--- src/verilog/spau_pkg.sv ---
// Purpose: shared types and constants for the packed add/subtract unit
// Assumes: 32-bit operands, two halfword or four byte lanes
// Notes:   operation codes are internal to the pipeline
package spau_pkg;

    localparam int unsigned DATA_W    = 32;
    localparam int unsigned HALF_W    = 16;
    localparam int unsigned BYTE_W    = 8;
    localparam int unsigned REG_IDX_W = 4;
    localparam logic [3:0]  SP_IDX    = 4'hd;
    localparam logic [3:0]  PC_IDX    = 4'hf;
    localparam logic [31:0] RESULT_RST = 32'h0;

    typedef enum logic [3:0] {
        SIGNED_LANE_ADD_HALF,
        SIGNED_LANE_ADD_BYTE,
        SIGNED_HALVING_ADD_HALF,
        SIGNED_HALVING_ADD_BYTE,
        SIGNED_HALVING_ADD_SUB_EXCHANGE,
        SIGNED_HALVING_SUB_ADD_EXCHANGE,
        SIGNED_HALVING_SUB_HALF,
        SIGNED_HALVING_SUB_BYTE,
        SIGNED_LANE_SUB_HALF,
        SIGNED_LANE_SUB_BYTE,
        SIGNED_ADD_SUB_EXCHANGE,
        SIGNED_SUB_ADD_EXCHANGE
    } spau_op_type;

    typedef struct packed {
        spau_op_type          op;
        logic                 dest_given;
        logic [3:0]           dest_idx;
        logic [3:0]           first_idx;
        logic [31:0]          first_val;
        logic [31:0]          second_val;
    } spau_req_type;

    typedef struct packed {
        logic                 valid;
        logic [3:0]           dest_idx;
        logic [31:0]          value;
    } spau_wb_type;

endpackage

--- src/verilog/spau_lane.sv ---
// Purpose: one signed lane adder/subtractor with optional halving
// Assumes: operands are two's complement of width W
// Notes:   purely combinational
`timescale 1ns/10ps
`default_nettype none
module spau_lane #(
    parameter int unsigned W = 8
) (
    input  wire logic [W-1:0] a,
    input  wire logic [W-1:0] b,
    input  wire logic         sub,
    input  wire logic         halve,
    output logic      [W-1:0] y
);
    logic [W:0] ext_sum;

    always_comb begin
        if (sub) begin
            ext_sum = {a[W-1], a} - {b[W-1], b};
        end else begin
            ext_sum = {a[W-1], a} + {b[W-1], b};
        end
        if (halve) begin
            y = ext_sum[W:1];
        end else begin
            y = ext_sum[W-1:0];
        end
    end
endmodule
`default_nettype wire

--- src/verilog/spau_top.sv ---
// Purpose: packed signed add/subtract datapath with one-cycle writeback
// Assumes: decoder keeps stack pointer and program counter out of operands
// Notes:   no condition flag outputs exist, so condition flags cannot change
`timescale 1ns/10ps
`default_nettype none
module spau_top (
    input  wire logic                  CLK,
    input  wire logic                  RESET_N,
    input  wire logic                  CE,
    input  wire logic                  REQ_VALID,
    input  wire spau_pkg::spau_req_type REQ,
    output logic                       REQ_READY,
    output spau_pkg::spau_wb_type      WB,
    output logic                       BAD_REG
);
    logic [3:0]  sub_l;
    logic [3:0]  sub_h;
    logic        halve;
    logic        half_mode;
    logic        xchg;
    logic [31:0] a_h;
    logic [31:0] b_h;
    logic [31:0] y_b;
    logic [31:0] y_h;
    logic [31:0] result_nxt;
    logic [31:0] result_r;
    logic [3:0]  dest_nxt;
    logic [3:0]  dest_r;
    logic        valid_r;
    logic        bad_nxt;
    logic        bad_r;

    assign REQ_READY = 1'b1;

    // Decode lane controls
    always_comb begin
        sub_l     = 4'h0;
        sub_h     = 4'h0;
        halve     = 1'b0;
        half_mode = 1'b1;
        xchg      = 1'b0;
        case (REQ.op)
            spau_pkg::SIGNED_LANE_ADD_HALF: begin
            end
            spau_pkg::SIGNED_LANE_ADD_BYTE: begin
                half_mode = 1'b0;
            end
            spau_pkg::SIGNED_HALVING_ADD_HALF: begin
                halve = 1'b1;
            end
            spau_pkg::SIGNED_HALVING_ADD_BYTE: begin
                halve     = 1'b1;
                half_mode = 1'b0;
            end
            spau_pkg::SIGNED_HALVING_ADD_SUB_EXCHANGE: begin
                halve = 1'b1;
                xchg  = 1'b1;
                sub_h = 4'h1;
            end
            spau_pkg::SIGNED_HALVING_SUB_ADD_EXCHANGE: begin
                halve = 1'b1;
                xchg  = 1'b1;
                sub_h = 4'h2;
            end
            spau_pkg::SIGNED_HALVING_SUB_HALF: begin
                halve = 1'b1;
                sub_h = 4'h3;
            end
            spau_pkg::SIGNED_HALVING_SUB_BYTE: begin
                halve     = 1'b1;
                half_mode = 1'b0;
                sub_l     = 4'hf;
            end
            spau_pkg::SIGNED_LANE_SUB_HALF: begin
                sub_h = 4'h3;
            end
            spau_pkg::SIGNED_LANE_SUB_BYTE: begin
                half_mode = 1'b0;
                sub_l     = 4'hf;
            end
            spau_pkg::SIGNED_ADD_SUB_EXCHANGE: begin
                xchg  = 1'b1;
                sub_h = 4'h1;
            end
            spau_pkg::SIGNED_SUB_ADD_EXCHANGE: begin
                xchg  = 1'b1;
                sub_h = 4'h2;
            end
            default: begin
            end
        endcase
    end

    assign a_h = REQ.first_val;
    assign b_h = xchg ? {REQ.second_val[15:0], REQ.second_val[31:16]}
                      : REQ.second_val;

    genvar gi;
    generate
        for (gi = 0; gi < 4; gi++) begin : g_byte
            spau_lane #(.W(spau_pkg::BYTE_W)) u_lane (
                .a     (REQ.first_val[gi*8 +: 8]),
                .b     (REQ.second_val[gi*8 +: 8]),
                .sub   (sub_l[gi]),
                .halve (halve),
                .y     (y_b[gi*8 +: 8])
            );
        end
        for (gi = 0; gi < 2; gi++) begin : g_half
            spau_lane #(.W(spau_pkg::HALF_W)) u_lane (
                .a     (a_h[gi*16 +: 16]),
                .b     (b_h[gi*16 +: 16]),
                .sub   (sub_h[gi]),
                .halve (halve),
                .y     (y_h[gi*16 +: 16])
            );
        end
    endgenerate

    assign result_nxt = half_mode ? y_h : y_b;
    assign dest_nxt = REQ.dest_given ? REQ.dest_idx : REQ.first_idx;
    // flag illegal register use, result still written
    assign bad_nxt = (REQ.first_idx == spau_pkg::SP_IDX)
                   | (REQ.first_idx == spau_pkg::PC_IDX)
                   | (REQ.dest_given & ((REQ.dest_idx == spau_pkg::SP_IDX)
                   | (REQ.dest_idx == spau_pkg::PC_IDX)));

    always_ff @(posedge CLK or negedge RESET_N) begin
        if (!RESET_N) begin
            result_r <= spau_pkg::RESULT_RST;
            dest_r   <= 4'h0;
            bad_r    <= 1'b0;
        end else if (CE && REQ_VALID) begin
            result_r <= result_nxt;
            dest_r   <= dest_nxt;
            bad_r    <= bad_nxt;
        end
    end

    always_ff @(posedge CLK or negedge RESET_N) begin
        if (!RESET_N) begin
            valid_r <= 1'b0;
        end else if (CE) begin
            valid_r <= REQ_VALID;
        end
    end

    // no flag state exists
    // One driver for the whole carrier, not one per field
    assign WB      = '{valid: valid_r, dest_idx: dest_r, value: result_r};
    assign BAD_REG = bad_r;

    property p_dest;
        @(posedge CLK) disable iff (!RESET_N)
        (CE && REQ_VALID && !REQ.dest_given) |=> (WB.dest_idx ==
            $past(REQ.first_idx));
    endproperty
    a_dest: assert property (p_dest) else $error("dest default wrong");

    property p_valid;
        @(posedge CLK) disable iff (!RESET_N)
        (CE && REQ_VALID) |=> WB.valid;
    endproperty
    a_valid: assert property (p_valid) else $error("wb valid missing");

    property p_add16;
        @(posedge CLK) disable iff (!RESET_N)
        (CE && REQ_VALID && REQ.op == spau_pkg::SIGNED_LANE_ADD_HALF)
        |=> WB.value[15:0] == 16'($past(REQ.first_val[15:0])
                                 + $past(REQ.second_val[15:0]));
    endproperty
    a_add16: assert property (p_add16) else $error("add16 wrong");

    property p_sub8;
        @(posedge CLK) disable iff (!RESET_N)
        (CE && REQ_VALID && REQ.op == spau_pkg::SIGNED_LANE_SUB_BYTE)
        |=> WB.value[31:24] == 8'($past(REQ.first_val[31:24])
                                 - $past(REQ.second_val[31:24]));
    endproperty
    a_sub8: assert property (p_sub8) else $error("sub8 wrong");

    property p_hadd16;
        @(posedge CLK) disable iff (!RESET_N)
        (CE && REQ_VALID && REQ.op == spau_pkg::SIGNED_HALVING_ADD_HALF)
        |=> WB.value[31:16] == 16'(17'({$past(REQ.first_val[31]),
            $past(REQ.first_val[31:16])} + {$past(REQ.second_val[31]),
            $past(REQ.second_val[31:16])}) >> 1);
    endproperty
    a_hadd16: assert property (p_hadd16) else $error("hadd16 wrong");

    property p_asx_hi;
        @(posedge CLK) disable iff (!RESET_N)
        (CE && REQ_VALID && REQ.op == spau_pkg::SIGNED_ADD_SUB_EXCHANGE)
        |=> WB.value[31:16] == 16'($past(REQ.first_val[31:16])
                                  + $past(REQ.second_val[15:0]));
    endproperty
    a_asx_hi: assert property (p_asx_hi) else $error("asx high wrong");

    property p_asx_lo;
        @(posedge CLK) disable iff (!RESET_N)
        (CE && REQ_VALID && REQ.op == spau_pkg::SIGNED_ADD_SUB_EXCHANGE)
        |=> WB.value[15:0] == 16'($past(REQ.first_val[15:0])
                                 - $past(REQ.second_val[31:16]));
    endproperty
    a_asx_lo: assert property (p_asx_lo) else $error("asx low wrong");

    property p_sax_hi;
        @(posedge CLK) disable iff (!RESET_N)
        (CE && REQ_VALID && REQ.op == spau_pkg::SIGNED_SUB_ADD_EXCHANGE)
        |=> WB.value[31:16] == 16'($past(REQ.first_val[31:16])
                                  - $past(REQ.second_val[15:0]));
    endproperty
    a_sax_hi: assert property (p_sax_hi) else $error("sax high wrong");

    property p_hold;
        @(posedge CLK) disable iff (!RESET_N)
        !CE |=> $stable(WB.value) && $stable(WB.valid);
    endproperty
    a_hold: assert property (p_hold) else $error("freeze broken");
endmodule
`default_nettype wire
--- config.mk ---
export PLATFORM = sky130hd
export DESIGN_NAME = spau_top
export DESIGN_NICKNAME = d
export VERILOG_FILES = /design/src/verilog/spau_pkg.sv /design/src/verilog/spau_lane.sv /design/src/verilog/spau_top.sv
export SDC_FILE = /design/constraint.sdc
export NUM_CORES = 1
export LEC_CHECK = 0
export BUFFER_PORTS_ARGS = -buffer_cell sky130_fd_sc_hd__buf_2
export CAP_MARGIN = 15
export CORE_UTILIZATION = 55
export CTS_CLUSTER_SIZE = 25
export DETAILED_ROUTE_END_ITERATION = 10
export GPL_ROUTABILITY_DRIVEN = 0
export PLACE_DENSITY = 0.75
export SYNTH_ARGS = -nofsm -noshare
export SYNTH_HDL_FRONTEND = slang
export SYNTH_SLANG_ARGS = --single-unit
--- constraint.sdc ---
create_clock -name CLK -period 1.8 [get_ports CLK]
set_input_delay 0 -clock CLK [delete_from_list [all_inputs] [get_ports CLK]]
set_output_delay 0 -clock CLK [all_outputs]
set_load 0.02 [all_outputs]
==> summary.txt, run 1 <==
Outcome -> aborted with a tool error
Last stage -> global routing
Error -> [ERROR GRT-0232] Routing congestion too high. Check the congestion heatmap in the GUI.
Clk buf depth -> 2
Sink Count -> 38
# IOs -> 120
Synth Flop Type -> dfrtp_1
Row count -> 41
Worst EP kind -> register data pin
Compound-cell area share of the yosys netlist -> 0.269
Syn nets -> 1126
Total gr overflow -> 44
Number of enable flip-flop cells after synthesis -> 0
Fraction of registers with async set/reset -> 1.00
Simple-gate share of the synthesized area -> 0.209
Mean Syn Cell Area -> 7.30 um2
Flop and latch count out of synthesis -> 38
H-tree Lvls -> 2
Clk root buf -> clkbuf_16
Worst_ep grt -> result_r[30]$_DFFE_PN0P_/D
Initial Util -> 0.563
Seq/Total Area, Yosys -> 0.134
Post-synthesis mux area share -> 0.0564
Die Span Y -> 115 um
Dpl hpwl -> 20.4 mm
Num CTS Buffers -> 5
IO Port Bufs -> 118
Library cells used by synthesis -> 64
Synthesis Warnings -> 0
Die Wd -> 115 um
Gr usage total -> 0.719
Syn Inst Count -> 969
Largest family of logic cells by synthesized area -> compound AO/OA/AOI/OAI gates
Post-Synth XOR/XNOR Area -> 0.129
Largest net degree at the start of global routing -> 42
Area share of fa/ha/maj cells after synthesis -> 0.141
Mapped Area -> 7080 um2
[cells in the mapped netlist, types with 6 or more instances]
master	number	area, um2
o21a_1	10	75.1
clkbuf_1	37	139
a221o_1	7	70.1
o21ai_1	6	30.0
o31ai_1	15	113
a2111oi_0	6	52.6
buf_4	6	45.0
a211o_1	7	61.3
or3_1	13	81.3
nand2_1	74	278
o22ai_1	15	93.8
ha_1	70	876
a21o_1	17	128
mux2i_1	32	320
nor3_1	54	270
inv_1	38	143
nand3_1	8	40.0
o21ai_0	65	325
xor2_1	48	420
nor2_1	96	360
and3_1	6	37.5
or2_2	8	50.1
nand2b_1	22	138
dfrtp_1	38	951
a21oi_1	93	465
fa_1	6	120
nor2b_1	14	87.6
o21bai_1	7	52.6
a211oi_1	9	67.6
xnor2_1	56	490
a31oi_1	11	68.8
buf_2	11	55.1
[timing repair]
item                       in CTS
hold endpoints to repair       39
gates cloned                    1
hold buffers                    2
gates resized for setup       129
setup buffers                  29
pin swaps                     101
setup endpoints to repair      32
[per-layer routing]
metal	overflow	GRT usage
met1	0	0.706
met2	24	0.917
met3	2	0.536
met4	18	0.759
met5	0	0.152
[stage by stage]
stage / setup WS, ns / setup TNS, ns / cell area (um2) / util / std cells
after floorplan: -1.90 / -43.12 / 7410 / - / 969
after global placement: -1.81 / -47.30 / 10000 / 0.796 / 1480
after detailed placement: -1.95 / -50.20 / 10000 / 0.796 / 1480
after CTS: -1.51 / -35.85 / 11000 / 0.872 / 1518
[cell families after synthesis]
family,after synthesis
AOI/OAI and AO/OA,301
other,1
buffers and inverters,98
and+or+nand+nor,313
adders and majority gates,76
xor gates and xnor gates,104
DFF,38
muxes,38
==> run 2: changes to the inputs <==
--- a/config.mk
+++ b/config.mk
@@ -7,11 +7,10 @@
 export LEC_CHECK = 0
 export BUFFER_PORTS_ARGS = -buffer_cell sky130_fd_sc_hd__buf_2
 export CAP_MARGIN = 15
-export CORE_UTILIZATION = 55
-export CTS_CLUSTER_SIZE = 25
+export CORE_UTILIZATION = 40
 export DETAILED_ROUTE_END_ITERATION = 10
 export GPL_ROUTABILITY_DRIVEN = 0
-export PLACE_DENSITY = 0.75
+export PLACE_DENSITY_LB_ADDON = 0.15
 export SYNTH_ARGS = -nofsm -noshare
 export SYNTH_HDL_FRONTEND = slang
 export SYNTH_SLANG_ARGS = --single-unit
==> run 2 against run 1 <==
Against the previous run:
- the flow now finishes, with violations (setup timing)
- synthesized cell count unchanged
- synthesized area unchanged
==> summary.txt, run 2 <==
Outcome -> complete, but fails checks
Failing checks -> setup timing
Mapped Area -> 7080 um2
Synthesis Warnings -> 0
WL final -> 26.6 mm
Number of enable flip-flop cells after synthesis -> 0
Final Cycle Share -> 1.84
Library cells used by synthesis -> 64
Post-Synth XOR/XNOR Area -> 0.129
Initial drt markers -> 563
Synth top area share -> 0.134
Most frequent cells in the layout -> 297 x buf_4, 114 x buf_2, 82 x nor2_1, 73 x nand2_1, 57 x ha_1
Max Slew Vio Count -> 0
Pwr dens -> 707 nW/um2
Flop and latch count out of synthesis -> 38
Measured slew at the worst slew-check pin -> 0.841 ns
Simple-gate share of the synthesized area -> 0.209
Row count -> 48
DRC viols -> 0
Placed Area -> 10100 um2
Max rail drop VDD -> 0.804 mV
Mean Syn Cell Area -> 7.30 um2
Combinational Power Share -> 0.758
Clk root buf -> clkbuf_16
Largest regs -> result_r x32, dest_r x4
Initial Util -> 0.409
Final cell count without fillers -> 1601
Seq/Total Area, Yosys -> 0.134
Die Wd -> 135 um
Syn-to-layout area delta -> 67.8%
HP Class -> input pin to flop
Max-cap viol count -> 0
Maximum fanout along the worst path -> 6
Final Hold Vio Count -> 0
Vias in the first global route -> 7915
Antenna violations before repair -> 0
Sequential power share -> 0.143
P_sw -> 0.00367 W
Via-per-instance ratio -> 5.42
# IOs -> 120
Max reg flops -> 32
Slew HR -> 0.439
Top cells by count, synth -> 96 x nor2_1, 93 x a21oi_1, 74 x nand2_1
Post-synthesis mux area share -> 0.0564
Finished Core Util -> 0.686
Clk_skew -> 0 ns
Largest net degree at the start of global routing -> 46
Drt first pass iters -> 5
Syn Inst Count -> 969
Setup WS post-layout -> -1.52 ns
Clk Latency, worst-skew pair -> 0.28 ns
IO Port Bufs -> 118
Commonest non-fill, non-tap cell in the layout -> buf_4
Clk pwr share -> 0.098
Placed Cells -> 1538
Largest family of logic cells by synthesized area -> compound AO/OA/AOI/OAI gates
# setup viols final -> 32
Total gr overflow -> 0
Sink Count -> 38
Fraction of registers with async set/reset -> 1.00
Layout cells sized above 1 -> 0.490
Diodes inserted -> 0
Die area -> 18200 um2
Leakage -> 5.49 nW
WL/cell -> 16.6 um
Pint -> 0.00472 W
DR vias -> 8681
Dpl hpwl -> 20.7 mm
Clk buf depth -> 2
Worst-path clk slew -> 0.05 ns
Most flop-heavy register -> result_r
Worst EP arrival -> 3.48 ns
Setup CP Type -> input pin to flop
Synth Flop Type -> dfrtp_1
Synth area leaders -> dfrtp_1 13%, ha_1 12%, xnor2_1 6.9%, a21oi_1 6.6%, xor2_1 5.9%
Switching part of the total -> 0.438
Core region area -> 17300 um2
Global-route wire length before repair -> 39.9 mm
Syn nets -> 1126
Final Cell Area -> 11900 um2
Startpoint type of the worst setup path -> input pin
Die Span Y -> 135 um
Fin crit period -> 3.32 ns
RSZ-0062 raised after global routing -> yes
WP data required -> 1.96 ns
Largest area contributor in the netlist -> dfrtp_1
Num CTS Buffers -> 5
Nets@finish -> 1533
H-tree Lvls -> 2
CP Capture Type -> flop
CTS tree -> yes
Final ANT Viol Nets -> 0
Gr usage total -> 0.278
Maximum clock rate -> 301 MHz
Top-count cell post-synth -> nor2_1
Area share of fa/ha/maj cells after synthesis -> 0.141
Compound-cell area share of the yosys netlist -> 0.269
==> run 2: repair_timing <==
item                                    4_1_cts  5_1_grt
pin swaps                                   101       85
endpoints found under the setup margin       32       32
hold endpoints to repair                     39        0
buffers inserted                             42       19
hold buffers                                  2        0
gates resized for setup                     161       91
==> run 2: final cells by class <==
cell class / instances / area [um2]
clock buffers: 6 / 129
clock inverters: 1 / 7.51
fillers: 1399 / 5430
inverters: 38 / 146
multi-input cells: 833 / 6940
flip-flops and latches: 38 / 951
well taps: 225 / 282
repair buffers: 460 / 3420
==> run 2: through the flow <==
| step | TNS, ns | total power, W | hold WS (ns) | setup WS (ns) |
|---|---|---|---|---|
| after floorplan | -43.12 | 0.00436 | -0.296 | -1.90 |
| after global placement | -49.27 | 0.00633 | 0.141 | -1.92 |
| after detailed placement | -50.59 | 0.00640 | 0.153 | -2.03 |
| after CTS | -36.24 | 0.00788 | 0.0108 | -1.50 |
| after global routing | -42.62 | 0.00896 | 0.0310 | -1.68 |
| final | -38.18 | 0.00839 | 0.0135 | -1.52 |
==> run 2: metal layers <==
metal / part of all wire / up-vias / global-route usage / routed length [um]
met3: 0.053 / 47 / 0.0120 / 1400
met2: 0.46 / 280 / 0.453 / 12300
met5: 0 / - / 0 / 0
met4: 0.024 / 0 / 0.0868 / 630
met1: 0.46 / 4054 / 0.395 / 12300
li1: - / 4300 / - / -
==> run 2: power groups by stage <==
stage | clock network (W) | logic (W) | registers, W
CTS | 0.000844 | 0.00583 | 0.00120
finish | 0.000825 | 0.00636 | 0.00120
global placement | 0 | 0.00512 | 0.00121
global route | 0.000874 | 0.00684 | 0.00124
detailed placement | 0 | 0.00518 | 0.00122
floorplan | 0 | 0.00286 | 0.00150
==> run 2: cells by family after synthesis <==
| kind of cell | Yosys count |
|---|---|
| AO/OA/AOI/OAI | 301 |
| XOR/XNOR | 104 |
| flip-flops | 38 |
| adder cells (fa/ha/maj) | 76 |
| multiplexers | 38 |
| AND/OR/NAND/NOR | 313 |
| other | 1 |
| buffers and inverters | 98 |
==> run 2: final timing paths <==
check | start | to | slack (ns) | cells after the start
worst max register to register | result_r[25] | result_r[25] | 0.91 | 2
max in group asynchronous | RESET_N | result_r[20] | 0.90 | 2
worst min-delay path | REQ[66] | BAD_REG | 0.01 | 3
worst min register to register | result_r[9] | result_r[9] | 0.47 | 1
worst max-delay path | REQ[75] | result_r[15] | -1.52 | 22
min in group asynchronous | RESET_N | result_r[0] | 0.36 | 2
==> run 2: worst max-delay path: stages <==
cell and delay (ns):
buf_8 0.09, nand2b_4 0.16, buf_6 0.11, buf_6 0.09, o22ai_2 0.05, a221o_2 0.46
buf_6 0.14, a21oi_4 0.16, nor4_2 0.08, buf_4 0.15, buf_4 0.15, xnor2_4 0.15
ha_4 0.30, a21oi_2 0.05, nor2b_1 0.10, o21ai_0 0.08, a211o_1 0.35, o31ai_4 0.08
a21o_1 0.16, a21oi_2 0.06, xor2_1 0.15, a221o_1 0.34
No activity file was read; power rests on OpenSTA's default activity.
